$ cat src/design/gpio_level_pkg.sv
// Package with register map, field layout and timing constants of the pin level controller.
// Behaviour
// [RL1] Pin index 0 to 4 selects a bidirectional pin and 5 to 12 an indicator pin; only 0 to 12 are legal.
// [RL2] Output state 0 drives low, 100 drives high and 1 to 99 gives a 100 Hz PWM of that duty.
// [RL3] Every pin's input level is sampled at 50 Hz regardless of host reads.
// [RL4] Each pin remembers rising and falling edges seen in the samples since the last query.
// [RL5] The reported level is debounced so short bounces give no level change or edge.
// [RL6] A write of 2 bytes updates the output state only; 3 bytes also updates the configuration.
// [RL7] The low three configuration bits choose how the high and low levels are driven.
// [RL8] Drive mode 110 is reserved and answered with an error; legal bytes are 0 to 15 except 6 and 14.
// [RL9] The function bit set gives the pin to the host; clear gives it back to its default function.
// [RL10] The configuration byte applies only to pins 0 to 4; indicator pins ignore it.
// [RL11] A read answer carries the index, output state, PWM output value and configuration byte.
// [RL12] With a resistive pull-up an open input reads 1 and a grounded input reads 0.
// [RL13] Pins 1, 2 and 3 serve power sense, power control and restart while their function bit is 0.
// [RL14] Requests use type 0x22, answers type 0x62, and a write answer has no data bytes.
// [RL15] By default the indicator pins drive the front lights with PWM.
// [RL16] Answering a query for a pin clears that pin's edge flags.
package gpio_level_pkg;
    localparam int          NUM_PINS      = 13;
    localparam int          NUM_GPIO      = 5;
    localparam logic [7:0]  CMD_TYPE      = 8'h22;
    localparam logic [7:0]  RSP_TYPE      = 8'h62;
    localparam logic [7:0]  LEVEL_HIGH    = 8'h64;
    localparam logic [7:0]  ERR_BAD_INDEX = 8'h01;
    localparam logic [7:0]  ERR_BAD_CFG   = 8'h02;
    localparam logic [7:0]  ERR_BAD_LEN   = 8'h03;
    localparam logic [7:0]  ERR_BAD_TYPE  = 8'h04;
    localparam logic [7:0]  RST_STATE     = 8'h00;
    localparam logic [7:0]  RST_CFG       = 8'h02;
    // Wishbone byte offsets.
    localparam logic [7:0]  REG_CMD       = 8'h00;
    localparam logic [7:0]  REG_RSP0      = 8'h04;
    localparam logic [7:0]  REG_RSP1      = 8'h08;
    localparam logic [7:0]  REG_IRQ_STAT  = 8'h0C;
    localparam logic [7:0]  REG_IRQ_MASK  = 8'h10;
    localparam logic [7:0]  REG_LEVELS    = 8'h14;
    localparam logic [7:0]  REG_DEFAULT   = 8'h18;
    // Status bit positions.
    localparam int          IRQ_DONE      = 0;
    localparam int          IRQ_ERROR     = 1;
    localparam int          IRQ_EDGE      = 2;
    localparam int          IRQ_BITS      = 3;
    // Configuration field layout.
    localparam int          CFG_FUNC_BIT  = 3;
    localparam logic [2:0]  MODE_RESERVED = 3'b110;
    // Timing.
    localparam int          CLK_HZ        = 50_000_000;
    localparam int          PWM_HZ        = 100;
    localparam int          SAMPLE_HZ     = 50;
    localparam int          PWM_STEP_CYC  = CLK_HZ / (PWM_HZ * 100);
    localparam int          SAMPLE_CYC    = CLK_HZ / SAMPLE_HZ;

    typedef enum logic [2:0] {
        MODE_STRONG_HI_RES_LO,
        MODE_STRONG_BOTH,
        MODE_HIZ,
        MODE_RES_HI_STRONG_LO,
        MODE_STRONG_HI_HIZ_LO,
        MODE_STRONG_BOTH_B,
        MODE_RSVD,
        MODE_HIZ_HI_STRONG_LO
    } drive_mode_e;

    typedef struct packed {
        logic [7:0] kind;
        logic [7:0] length;
        logic [7:0] data0;
        logic [7:0] data1;
        logic [7:0] data2;
    } cmd_s;

    typedef struct packed {
        logic [NUM_GPIO-1:0] out;
        logic [NUM_GPIO-1:0] oe;
        logic [NUM_GPIO-1:0] pull_up;
        logic [NUM_GPIO-1:0] pull_down;
    } gpio_drive_s;
endpackage

$ cat src/design/gpio_pin_level_control.sv
// Pin level controller: five bidirectional pins and eight indicator pins behind Wishbone.
//
// Chosen here: the Wishbone interface to the registers and the register addresses.
`timescale 1ns/1ps
module gpio_pin_level_control
(
    input  wire logic                                   clk_i,
    input  wire logic                                   rst_i,
    input  wire logic [7:0]                             adr_i,
    input  wire logic [31:0]                            dat_i,
    output logic      [31:0]                            dat_o,
    input  wire logic                                   we_i,
    input  wire logic [3:0]                             sel_i,
    input  wire logic                                   cyc_i,
    input  wire logic                                   stb_i,
    output logic                                        ack_o,
    output logic                                        err_o,
    output logic                                        irq_o,
    input  wire logic [gpio_level_pkg::NUM_GPIO-1:0]    pin_i,
    output gpio_level_pkg::gpio_drive_s                 pin_drive_o,
    output logic [gpio_level_pkg::NUM_PINS-1:gpio_level_pkg::NUM_GPIO] indicator_o,
    input  wire logic [gpio_level_pkg::NUM_GPIO-1:0]    default_out_i,
    input  wire logic [gpio_level_pkg::NUM_GPIO-1:0]    default_oe_i,
    output logic                                        host_power_sense_o
);
    import gpio_level_pkg::*;

    logic [7:0]          out_state [NUM_PINS];
    logic [3:0]          cfg       [NUM_PINS];
    logic [NUM_PINS-1:0] pwm_level;
    logic [7:0]          pwm_phase;
    logic [31:0]         pwm_div;
    logic [31:0]         sample_div;
    logic                sample_tick;
    logic [NUM_GPIO-1:0] sync1;
    logic [NUM_GPIO-1:0] sync2;
    logic [NUM_GPIO-1:0] sync3;
    logic [NUM_GPIO-1:0] pin_stable;
    logic [NUM_GPIO-1:0] last_sample;
    logic [NUM_GPIO-1:0] debounced;
    logic [NUM_GPIO-1:0] rise_seen;
    logic [NUM_GPIO-1:0] fall_seen;
    logic [NUM_GPIO-1:0] next_debounced;
    logic [NUM_GPIO-1:0] new_rise;
    logic [NUM_GPIO-1:0] new_fall;
    logic [31:0]         rsp0;
    logic [31:0]         rsp1;
    logic [IRQ_BITS-1:0] irq_stat;
    logic [IRQ_BITS-1:0] irq_mask;
    logic [IRQ_BITS-1:0] irq_set;
    logic                req;
    logic                wr_cmd;
    logic                rd_stat;
    logic                wr_stat;
    logic                wr_mask;
    logic                known;
    cmd_s                cmd;
    logic [3:0]          q_idx;
    logic                cmd_err;
    logic [7:0]          cmd_code;
    logic [3:0]          cfg_stage;

    function automatic logic pwm_out(input logic [7:0] state, input logic [7:0] phase);
        if (state >= LEVEL_HIGH)
            pwm_out = 1'b1;
        else
            pwm_out = phase < state;
    endfunction

    assign req     = cyc_i && stb_i && !ack_o && !err_o;
    assign known   = adr_i == REG_CMD || adr_i == REG_RSP0 || adr_i == REG_RSP1
                     || adr_i == REG_IRQ_STAT || adr_i == REG_IRQ_MASK
                     || adr_i == REG_LEVELS || adr_i == REG_DEFAULT;
    assign wr_cmd  = req && we_i && adr_i == REG_CMD && sel_i == 4'hF;
    assign wr_stat = req && we_i && adr_i == REG_IRQ_STAT && sel_i[0];
    assign wr_mask = req && we_i && adr_i == REG_IRQ_MASK && sel_i[0];
    assign rd_stat = req && !we_i;
    // Command word: [31:24] type, [23:16] data length, [15:8] index, [7:0] state; byte
    // [2] of a three-byte write comes from the default register's low four bits.
    assign cmd.kind   = dat_i[31:24];
    assign cmd.length = dat_i[23:16];
    assign cmd.data0  = dat_i[15:8];
    assign cmd.data1  = dat_i[7:0];
    assign cmd.data2  = {4'h0, cfg_stage};
    assign q_idx      = cmd.data0[3:0];

    always_comb
    begin
        cmd_err  = 1'b1;
        cmd_code = 8'h00;
        if (cmd.kind != CMD_TYPE)
            cmd_code = ERR_BAD_TYPE; // [RL14]
        else if (cmd.data0 >= 8'(NUM_PINS))
            cmd_code = ERR_BAD_INDEX; // [RL1]
        else if (cmd.length == 8'h01)
            cmd_err = 1'b0;
        else if (cmd.length != 8'h02 && cmd.length != 8'h03)
            cmd_code = ERR_BAD_LEN; // [RL6]
        else if (cmd.data1 > LEVEL_HIGH)
            cmd_code = ERR_BAD_CFG;
        else if (cmd.length == 8'h03 && cmd.data0 < 8'(NUM_GPIO)
                 && cfg_stage[2:0] == MODE_RESERVED)
            cmd_code = ERR_BAD_CFG; // [RL8]
        else
            cmd_err = 1'b0;
    end

    // Bus handshake: one wait-free cycle, error for unmapped addresses.
    always_ff @(posedge clk_i)
    begin
        if (rst_i)
        begin
            ack_o <= 1'b0;
            err_o <= 1'b0;
        end
        else
        begin
            ack_o <= req && known;
            err_o <= req && !known;
        end
    end

    always_ff @(posedge clk_i)
    begin
        if (rst_i)
            dat_o <= 32'h0000_0000;
        else if (rd_stat)
        begin
            if (adr_i == REG_RSP0)
                dat_o <= rsp0;
            else if (adr_i == REG_RSP1)
                dat_o <= rsp1;
            else if (adr_i == REG_IRQ_STAT)
                dat_o <= {29'h0, irq_stat};
            else if (adr_i == REG_IRQ_MASK)
                dat_o <= {29'h0, irq_mask};
            else if (adr_i == REG_LEVELS)
                dat_o <= {17'h0, fall_seen, rise_seen, debounced};
            else if (adr_i == REG_DEFAULT)
                dat_o <= {28'h0, cfg_stage};
            else
                dat_o <= 32'h0000_0000;
        end
    end
    always_ff @(posedge clk_i)
    begin
        if (rst_i)
            cfg_stage <= RST_CFG[3:0];
        else if (req && we_i && adr_i == REG_DEFAULT && sel_i[0])
            cfg_stage <= dat_i[3:0];
    end
    // Pin state and configuration storage.
    always_ff @(posedge clk_i)
    begin
        if (rst_i)
        begin
            for (int i = 0; i < NUM_PINS; i++)
            begin
                out_state[i] <= RST_STATE;
                cfg[i]       <= RST_CFG[3:0];
            end
        end
        else if (wr_cmd && !cmd_err && cmd.length != 8'h01)
        begin
            out_state[q_idx] <= cmd.data1; // [RL6]
            if (cmd.length == 8'h03 && cmd.data0 < 8'(NUM_GPIO))
                cfg[q_idx] <= cmd.data2[3:0]; // [RL10]
        end
    end

    // Response registers: rsp0 holds type, length and status, rsp1 the read data.
    always_ff @(posedge clk_i)
    begin
        if (rst_i)
        begin
            rsp0 <= 32'h0000_0000;
            rsp1 <= 32'h0000_0000;
        end
        else if (wr_cmd)
        begin
            rsp0 <= {RSP_TYPE, 8'h00, cmd_code, 8'h00}; // [RL14]
            rsp1 <= 32'h0000_0000;
            if (!cmd_err && cmd.length == 8'h01)
            begin
                rsp0[23:16] <= 8'h04;
                rsp1 <= {cmd.data0, out_state[q_idx], 7'h00, pwm_level[q_idx],
                         4'h0, cfg[q_idx]}; // [RL11]
            end
        end
    end

    // PWM time base: 100 steps of 100 us give a 100 Hz period.
    always_ff @(posedge clk_i)
    begin
        if (rst_i)
        begin
            pwm_div   <= 32'h0000_0000;
            pwm_phase <= 8'h00;
        end
        else if (pwm_div == 32'(PWM_STEP_CYC - 1))
        begin
            pwm_div   <= 32'h0000_0000;
            pwm_phase <= (pwm_phase == LEVEL_HIGH - 8'h01) ? 8'h00 : pwm_phase + 8'h01;
        end
        else
            pwm_div <= pwm_div + 32'h0000_0001;
    end

    always_ff @(posedge clk_i)
    begin
        if (rst_i)
            pwm_level <= '0;
        else
            for (int i = 0; i < NUM_PINS; i++)
                pwm_level[i] <= pwm_out(out_state[i], pwm_phase); // [RL2]
    end
    // Indicator pins are PWM outputs and never see the configuration byte.
    always_ff @(posedge clk_i)
    begin
        if (rst_i)
            indicator_o <= '0;
        else
            indicator_o <= pwm_level[NUM_PINS-1:NUM_GPIO]; // [RL15] [RL10]
    end

    // Drive mode decode for the bidirectional pins.
    always_ff @(posedge clk_i)
    begin
        if (rst_i)
            pin_drive_o <= '0;
        else
            for (int i = 0; i < NUM_GPIO; i++)
            begin
                pin_drive_o.out[i]       <= pwm_level[i];
                pin_drive_o.oe[i]        <= 1'b0;
                pin_drive_o.pull_up[i]   <= 1'b0;
                pin_drive_o.pull_down[i] <= 1'b0;
                if (!cfg[i][CFG_FUNC_BIT])
                begin
                    pin_drive_o.out[i] <= default_out_i[i]; // [RL9] [RL13]
                    pin_drive_o.oe[i]  <= default_oe_i[i];
                end
                else
                    case (drive_mode_e'(cfg[i][2:0])) // [RL7]
                        MODE_STRONG_HI_RES_LO:
                        begin
                            pin_drive_o.oe[i]        <= pwm_level[i];
                            pin_drive_o.pull_down[i] <= !pwm_level[i];
                        end
                        MODE_STRONG_BOTH, MODE_STRONG_BOTH_B:
                            pin_drive_o.oe[i] <= 1'b1;
                        MODE_RES_HI_STRONG_LO:
                        begin
                            pin_drive_o.oe[i]      <= !pwm_level[i];
                            pin_drive_o.pull_up[i] <= pwm_level[i]; // [RL12]
                        end
                        MODE_STRONG_HI_HIZ_LO:
                            pin_drive_o.oe[i] <= pwm_level[i];
                        MODE_HIZ_HI_STRONG_LO:
                            pin_drive_o.oe[i] <= !pwm_level[i];
                        default:
                            pin_drive_o.oe[i] <= 1'b0;
                    endcase
            end
    end

    // Input synchroniser; a change counts when the second and third stages agree.
    always_ff @(posedge clk_i)
    begin
        if (rst_i)
        begin
            sync1      <= '0;
            sync2      <= '0;
            sync3      <= '0;
            pin_stable <= '0;
        end
        else
        begin
            sync1 <= pin_i;
            sync2 <= sync1;
            sync3 <= sync2;
            for (int i = 0; i < NUM_GPIO; i++)
                if (sync2[i] == sync3[i])
                    pin_stable[i] <= sync3[i];
        end
    end
    assign sample_tick = sample_div == 32'(SAMPLE_CYC - 1);
    always_ff @(posedge clk_i)
    begin
        if (rst_i)
            sample_div <= 32'h0000_0000;
        else if (sample_tick)
            sample_div <= 32'h0000_0000;
        else
            sample_div <= sample_div + 32'h0000_0001; // [RL3]
    end

    // A level is accepted only when two consecutive 50 Hz samples agree.
    always_comb
    begin
        next_debounced = debounced;
        for (int i = 0; i < NUM_GPIO; i++)
            if (pin_stable[i] == last_sample[i])
                next_debounced[i] = pin_stable[i]; // [RL5]
        new_rise = sample_tick ? (next_debounced & ~debounced) : '0;
        new_fall = sample_tick ? (~next_debounced & debounced) : '0;
    end
    always_ff @(posedge clk_i)
    begin
        if (rst_i)
        begin
            last_sample <= '0;
            debounced   <= '0;
        end
        else if (sample_tick)
        begin
            last_sample <= pin_stable; // [RL3]
            debounced   <= next_debounced;
        end
    end

    // Edge flags: a new edge wins over the clear made by a query.
    always_ff @(posedge clk_i)
    begin
        if (rst_i)
        begin
            rise_seen <= '0;
            fall_seen <= '0;
        end
        else
            for (int i = 0; i < NUM_GPIO; i++)
            begin
                if (new_rise[i])
                    rise_seen[i] <= 1'b1; // [RL4]
                else if (wr_cmd && !cmd_err && cmd.length == 8'h01 && q_idx == 4'(i))
                    rise_seen[i] <= 1'b0; // [RL16]
                if (new_fall[i])
                    fall_seen[i] <= 1'b1; // [RL4]
                else if (wr_cmd && !cmd_err && cmd.length == 8'h01 && q_idx == 4'(i))
                    fall_seen[i] <= 1'b0; // [RL16]
            end
    end

    always_ff @(posedge clk_i)
    begin
        if (rst_i)
            host_power_sense_o <= 1'b0;
        else
            host_power_sense_o <= !cfg[1][CFG_FUNC_BIT] && debounced[1]; // [RL13]
    end
    assign irq_set = {|(new_rise | new_fall), wr_cmd && cmd_err, wr_cmd};
    always_ff @(posedge clk_i)
    begin
        if (rst_i)
        begin
            irq_stat <= '0;
            irq_mask <= '0;
        end
        else
        begin
            irq_stat <= irq_set | (irq_stat & ~(wr_stat ? dat_i[IRQ_BITS-1:0] : '0));
            if (wr_mask)
                irq_mask <= dat_i[IRQ_BITS-1:0];
        end
    end
    always_ff @(posedge clk_i)
    begin
        if (rst_i)
            irq_o <= 1'b0;
        else
            irq_o <= |(irq_stat & irq_mask);
    end
endmodule

$ cat config.mk
export PLATFORM = sky130hd
export DESIGN_NAME = gpio_pin_level_control
export DESIGN_NICKNAME = d
export VERILOG_FILES = /design/src/design/gpio_level_pkg.sv /design/src/design/gpio_pin_level_control.sv
export SDC_FILE = /design/constraint.sdc
export NUM_CORES = 1
export LEC_CHECK = 0
export BUFFER_PORTS_ARGS = -buffer_cell sky130_fd_sc_hd__buf_4
export CAP_MARGIN = 20
export CORE_MARGIN = 3
export CORE_UTILIZATION = 50
export DETAILED_ROUTE_END_ITERATION = 6
export HOLD_SLACK_MARGIN = 0.02
export PLACE_DENSITY = 0.71
export RECOVER_POWER = 50
export SYNTH_ARGS = -nofsm -noshare
export SYNTH_HDL_FRONTEND = slang
export SYNTH_SLANG_ARGS = --single-unit
$ cat constraint.sdc
create_clock -name clk_i -period 8.94 [get_ports clk_i]
set_clock_uncertainty 0.15 [all_clocks]
set_input_delay 0.447 -clock clk_i [delete_from_list [all_inputs] [get_ports clk_i]]
set_output_delay 0.447 -clock clk_i [all_outputs]
set_load 0.1 [all_outputs]
==> run summary, run 1 <==
For the fraction of power consumed by sequential logic, the log shows 49.5%. The finished layout holds 2,569 standard cells, fillers aside. 0 antenna diodes ended up in the layout. The worst register-to-register path begins at err_o. The tools report the worst min-delay path endpoint as pin_drive_o[19].

The wire-length estimate of the detail-placed layout is 36,630 um. The tool flagged a number of max-cap violations equal to 2. The die area was 42,340 um2; the number of instances in the synthesized netlist was 1,822. Number of placed cells counting well taps: 2,466. The total detailed-routing wirelength is 51,860 um. After layout, the minimum clock period comes to 5.998 ns.

The share of the clock period used by the worst path after layout is 67.09%, and the final routed DRC violation total is 0. Internal power comes to 3.225 mW. The logs give 58.65% for the post-layout utilization of the core and 19,960 um2 for the summed instance area of the synthesized netlist. The logs give 0 for the number of antenna violations at the first check in global routing and 9107 um2 for the area of the multi-input gates. In this run the worst hold path is classified as in -> reg. Layout cell share with drive strength beyond 1: 13.16%. Among all stages on the critical path, the largest delay is contributed by clkbuf_1. The checks that failed: capacitance limit, slew limit. For this design the ratio of total power to cell area is 185.1 nW/um2. The count of H-tree levels built during CTS came out at 2. Post-route worst setup slack: 2.942 ns.

The worst-case IR drop observed on VDD is 0.1625 mV. The number of cells on the worst hold path works out to 3. In this run the tool buffered the top-level ports with 126 buffer cells. Dividing the detail-routed via count by the number of cells gives 5.806.

Summing all flip-flop and latch instances after layout gives 10,250 um2. After detailed placement, the total cell area comes to 21,510 um2. TritonCTS built the clock tree. For the worst flop-to-flop path, the logic depth is 5.

For the post-layout total power, the log shows 4.235 mW. The final RePlAce weighted congestion was 0.9199. For this run, the top clock speed supported by timing is 166.7 MHz.

Final hold violation count: 0. Data on the critical path arrives at its endpoint at 6.25 ns. For this run, the register share of the synthesized area comes to 51.36%. The count of nets left with antenna violations once routing finished came out at 0.

The clock passes through at most 3 buffers. Critical register-to-register path endpoint: out_state[7][5]. The fraction of registers with async set/reset was 0%.

The flow ran to the end, but the final reports show violations. The run gives 0 as the number of setup violations in the final report. In the final routed layout, each cell accounts on average for 20.19 um. Of the total power, the clock network draws 42.5%. Minimum setup slack after placement: 4.261 ns.

The number of sinks handled by clock tree synthesis was 416. Relative to the synthesized area, the layout overhead comes to 14.65%. The total number of vias is 14.92k. After routing the design area is 22,880 um2. Setup slack on the worst reg-to-reg path comes out at 4.86 ns. The max-slew headroom at the worst pin came out at -166.5%. In this run, the combinational gates consume 8.0% of the power. The tools report the initial DRC count as 1,317. In this run, synthesis produced a sequential element count of 416. The top cell types in the final layout, fill and taps aside, are dfxtp_1 (224), edfxtp_1 (192), nor2_1 (145).

Among all flip-flop cells after synthesis, the most frequent one is dfxtp_1. Global routing finished with a remaining overflow of 0. The worst endpoint required time was 9.19 ns.

The library cell used most frequently in the layout, excluding fill and tap cells, is dfxtp_1. The core region is 39,010 um2. Synthesis instantiated 72 different standard cells from the library. For the pin with the worst max-slew slack, the measured transition is 3.997 ns. The first global-routing pass estimated 79,970 um of wire. In this run the core area contains 72 standard-cell rows.

In this run the power spent charging and discharging nets is 1.010 mW. The number of enable flip-flop cells after synthesis works out to 192. The die is 205.8 um tall. Summed over all instances, the cell type with the most area after synthesis is edfxtp_1.

The first TritonRoute pass finished after 7 iterations. Setup repair after global routing left no endpoint under its margin. Type of destination of the critical path: a register. The mean area per synthesized cell was 10.95 um2; the number of inserted filler cells in the final layout was 3,271.

The initial utilization of the core area, before any placement, comes to 51.16%. The total of cells resized after clock tree synthesis is 0. The number of ports placed on the die boundary is 128, and the final-report max-slew violation count is 130. In this run the horizontal extent of the chip is 205.8 um. Clock-pin slew was measured on the worst setup and hold paths at 0.06 ns.

Hold timing on the final database bottoms out at a slack of 0.05129 ns. The cell sitting at the root of the clock tree is a clkbuf_16. The setup fix buffers added after clock tree synthesis was 0; the maximum number of pins on one net before global-route repair was 93.

The fraction of post-synthesis cell area in the top cell type by area was 28.89%; the count of yosys warnings during synthesis was 0. The clock latency on the worst-skew pair is 0.57 ns. The run gives 14.33k as the via count of the first global-routing pass. Summed over all cells, the static leakage comes to 8.478 nW.

Adding up every negative setup slack in the final design gives 0 ns. The cell that appears most often on the critical path is clkbuf_1. The largest single stage delay on the critical path is 2.76 ns. Walking the worst path, the cells encountered are clkbuf_1 -> clkinv_1 -> clkbuf_1 -> o21ai_0 -> clkbuf_1 -> o21a_1 -> a2111oi_0.

The critical path class was in -> reg. In the global route stage, overall resource usage came out at 24.29%. Of the total power, the share spent switching nets is 23.84%. The startpoint identified for the worst hold timing path is default_out_i[4]. The type of origin of the critical path was a primary input. After synthesis, the cell types taking the most area are edfxtp_1 (29%), dfxtp_1 (22%), ha_1 (5.9%).

Along the worst path, the maximum fanout reaches 92. For this run, the post-layout net count is 2,174. The total clock buffers created by CTS came out at 43.
-- routing by layer --
| layer | vias up | global-route usage [%] | part of all wire (%) |
|---|---|---|---|
| li1 | 6977 | - | - |
| met1 | 7282 | 34.19 | 43 |
| met2 | 578 | 37.91 | 46 |
| met3 | 78 | 5.490 | 8.5 |
| met4 | 0 | 6.982 | 2.4 |
| met5 | - | 0 | 0 |
-- synthesized netlist by cell type (all sizes together), types with 14 or more instances --
cell       n
a22oi     14
nand2    115
nand2b    34
nand4     21
o21ai     63
mux4      51
edfxtp   192
clkbuf    68
dfxtp    224
xor2      37
nor3      73
nor2b     39
and3      23
xnor2     26
nand3     78
inv      107
o2111ai   15
a31oi     14
buf       28
and2      46
nor4      48
o311ai    18
nor2     146
ha        94
a21oi     84
-- flip-flops by register name, indices dropped and copies added, names as in the netlist, 8 cells and up --
| register | flops |
|---|---|
| out_state | 128 |
| cfg | 64 |
| pwm_div | 32 |
| sample_div | 32 |
| dat_o | 31 |
| rsp1 | 21 |
| pin_drive_o | 20 |
| pwm_level | 13 |
| indicator_o | 8 |
| pwm_phase | 8 |
-- how the worst max path moves through the flow --
stage / from / cells past startpoint / end
2_1_floorplan: err_o / 7 / out_state[8][0]
3_3_place_gp: dat_i[8] / 6 / out_state[6][7]
3_5_place_dp: dat_i[8] / 6 / out_state[6][5]
4_1_cts: dat_i[4] / 7 / out_state[6][0]
5_1_grt: rst_i / 7 / pwm_phase[4]
6_report: rst_i / 7 / pwm_phase[4]
-- layout make-up --
cell class | count | share of cell area [%]
clock buffer | 65 | 5.431
clock inverter | 15 | 0.7875
inverter | 111 | 1.821
multi-input combinational | 1277 | 39.81
sequential | 416 | 44.80
tap | 518 | 2.833
timing repair buffer | 167 | 4.517
-- critical path, delay by kind of cell --
family | cells | cell delay, ns
AOI/OAI and AO/OA | 3 | 0.76
buffers and inverters | 4 | 5.00
-- kinds of logic (layout without fill, tap and decap cells) --
kind of cell,count (synthesis),after routing,share of synthesized area (%)
AO/OA/AOI/OAI,278,278,9.311
XOR/XNOR,63,63,2.765
buffers and inverters,209,358,4.502
other,2,82,0.03763
multiplexers,75,75,7.035
flip-flops,416,416,51.36
AND/OR/NAND/NOR,685,685,19.09
adder cells (fa/ha/maj),94,94,5.894
-- power by group through the flow --
stage	combinational [mW]	sequential (mW)	clock (mW)
after global placement	0.328	2.13	0
after detailed placement	0.336	2.14	0
final	0.339	2.10	1.80
after CTS	0.344	2.10	1.82
after floorplan	0.176	2.18	0
after global routing	0.365	2.10	1.90
-- repair_timing --
action,4_1_cts,5_1_grt
setup endpoints to repair,0,0
hold endpoints to repair,30,0
hold buffers,18,0
Power figures use the tool's default switching activity.
==> run 2, diff against run 1 <==
Clock period 8.94 ns to 5.7 ns, I/O delays scaled along.
==> run 2 against run 1 <==
  * The flow still finishes with violations (capacitance limit, slew limit)
  * Final area rose by 0.74%
  * Via count up 0.55%
  * Critical path type unchanged
  * Combinational power up 59%
  * Register-to-register slack lost 3.2 ns
  * Core utilization up 0.43 points
==> run summary, run 2 (synthesis gave the netlist of run 1 again) <==
128 I/O pins were placed. On the final layout, the worst hold slack is 0.04391 ns. The number of cells on the worst reg-to-reg path came out at 5. The longest clock path from root to sink contains 3 buffers. The run finished, with violations left.

The run gives 119 as the final-report max-slew violation count. In the layout the commonest cells are dfxtp_1 (224), edfxtp_1 (192), nor2_1 (145). CTS saw 416 sinks. After legalization and detailed placement, the total HPWL measured 36,660 um. The worst path in the final design needs a cycle of 4.491 ns, including I/O delays and setup.

After the last flow step, the layout net total stands at 2,188. The average wire length per cell after detail routing works out to 20.36 um. The quantity of hold-fixing buffers added after cts was 33; the worst endpoint required time was 5.73 ns.

The number of clock buffers added by TritonCTS is 43. Setup repair after global routing left no endpoint under its margin. For the total number of vias, the log shows 15.00k. The later pin in the worst-skew pair is clocked with a latency of 0.57 ns. The final RePlAce weighted congestion came out at 0.9133.

The number of antenna violations at the first check in global routing is 1, and the number of setup violations in the final report is 0. The tool flagged a number of max-cap violations equal to 2. Path type of the worst min-delay path: in -> reg. The run gives -186.9% as the max-slew headroom at the worst pin. On the critical path, the stage with the largest delay is an instance of o21ai_0.

Summed over all layers, the global routing overflow is 0. The tools report the beginning of the worst hold path as rst_i. For the number of nets with antenna violations after detailed routing, the log shows 0. In this run the power density over the cells is 292.5 nW/um2.

The first-pass iteration count of the detailed router was 5. For hold timing, the worst endpoint is irq_mask[0]. The checks that failed: capacitance limit, slew limit.

Beginning of the worst register-to-register path: err_o. Cells with a size suffix above 1 make up 12.65% of the layout. The setup fix buffers added after clock tree synthesis is 0, and the number of cells on the worst hold path is 2. After routing, the total negative slack on setup checks comes to 0 ns. Leakage power: 8.554 nW. The largest registers in the layout are out_state (128), cfg (64). The run gives 0.2506 mV as the maximum resistive drop on vdd.

Using the TritonRoute via totals, the vias-per-cell ratio works out to 5.806. The signal on the critical path passes through dlygate4sd3_1 -> clkbuf_1 -> nor4_1 -> nand2_2 -> or4_1 -> or4_1 -> o21ai_0. Ranked by flip-flop count, first place goes to out_state. The initial utilization of the core area, before any placement, comes to 51.16%.

The overall die width was 205.8 um. In the routed design, unresolved DRC markers number 0. Critical register-to-register path endpoint: out_state[9][3]. The largest driver fanout on the critical path is 19. The tools report the via count of the first global-routing pass as 14.59k. Timing would allow up to 222.7 MHz. Flip-flop count of the largest register, all copies and words added: 128. The floorplan step defined a core boundary enclosing 39,010 um2.

The overall global routing resource usage is 24.67%, and the wire length of the first global-routing pass is 81,390 um. After clock tree synthesis, the clock-pin slew on the worst setup and hold paths is 0.06 ns. The run gives 4.52 ns as the arrival time of data at the critical path endpoint.

Entering global routing, the biggest net connects 94 pins. The buffer cell driving the clock tree root was clkbuf_16. The floorplan has 72 rows. Initial DRC count: 1,498. The measured slew at the worst slew-check pin is 4.304 ns. The floorplan step defined a die boundary enclosing 42,340 um2. TritonCTS built the clock tree. The total of cells resized after clock tree synthesis is 0.

The stage delay of the slowest cell on the critical path is 1.00 ns. The critical path is of the in -> reg type. Type of destination of the critical path: a register.

Input and output buffers added on the ports amount to 126. In the finished design, the share of the clock period the worst path needs comes to 78.79%. The count of H-tree levels built during CTS came out at 2. The library cell used most frequently in the layout, excluding fill and tap cells, is dfxtp_1. The run gives 3,237 as the number of inserted filler cells in the final layout. The area growth from synthesis to layout was 15.49%; the setup slack on the worst flop-to-flop path was 1.63 ns. The run gives 52,590 um as the total detailed-routing wirelength. The critical path contains buffers and inverters numbering 2 combined. The kind of cell with the highest combined delay along the critical path is simple AND/OR/NAND/NOR gates. The tools report the type of origin of the critical path as a primary input.

The vertical extent of the die came out at 205.8 um. The library cell appearing most often on the critical path was or4_1. The final hold violation count is 0.
run 2: cell types whose count changed in the layout (fill, tap and decap cells not counted), moves of 2 or more:
cell | previous run | this run
clkinv_1 | 4 | 13
or2_0 | 0 | 2
buf_4 | 70 | 67
clkinv_4 | 2 | 0
clkbuf_1 | 89 | 83
dlygate4sd3_1 | 18 | 33
clkbuf_8 | 4 | 2
clkbuf_2 | 3 | 1
bufinv_16 | 3 | 6
or2_2 | 11 | 9
run 2: per-stage QoR:
stage	setup slack, ns	instances	total power, mW	instance area [um2]	util [%]
detailed placement	1.297	2466	3.880	21510	55.14
global route	0.6842	2582	6.959	23040	59.08
global placement	1.407	2465	3.865	21500	55.13
finish	1.209	2583	6.742	23050	59.08
CTS	1.407	2578	6.795	23300	59.74
floorplan	2.000	1902	3.689	20260	-
run 2: power by group:
part           leakage, nW  switching (mW)  internal, mW  total, mW
combinational         4.14           0.357         0.183      0.540
sequential            3.71          0.0632          3.23       3.29
clock                0.707            1.17          1.74       2.91
total                 8.55            1.59          5.15       6.74
run 2: worst max path at each step:
stage / start / cells after the start / to / slack (ns)
2_1_floorplan: err_o / 7 / out_state[8][0] / 2.00
3_3_place_gp: dat_i[24] / 6 / out_state[8][2] / 1.41
3_5_place_dp: dat_i[24] / 6 / out_state[8][7] / 1.30
4_1_cts: dat_i[30] / 7 / out_state[8][6] / 1.41
5_1_grt: rst_i / 3 / debounced[1] / 0.68
6_report: adr_i[0] / 7 / out_state[9][3] / 1.21
run 2: layout make-up:
cell class	instances	area, um2	area share, %
inverters	111	416.7	1.808
multi-input cells	1277	9091	39.45
clock inverters	24	279.0	1.211
diodes	1	2.502	0.01086
flip-flops and latches	416	10250	44.47
repair buffers	181	1176	5.103
clock buffers	55	1184	5.136
well taps	518	648.1	2.812
run 2: per-layer routing:
layer  up-vias  wire (um)  GRT usage [%]
met1      7333      22680          34.73
met5         -          0              0
met3        94       4112          4.430
met2       569      24380          39.03
li1       7001          -              -
met4         0       1411          7.758
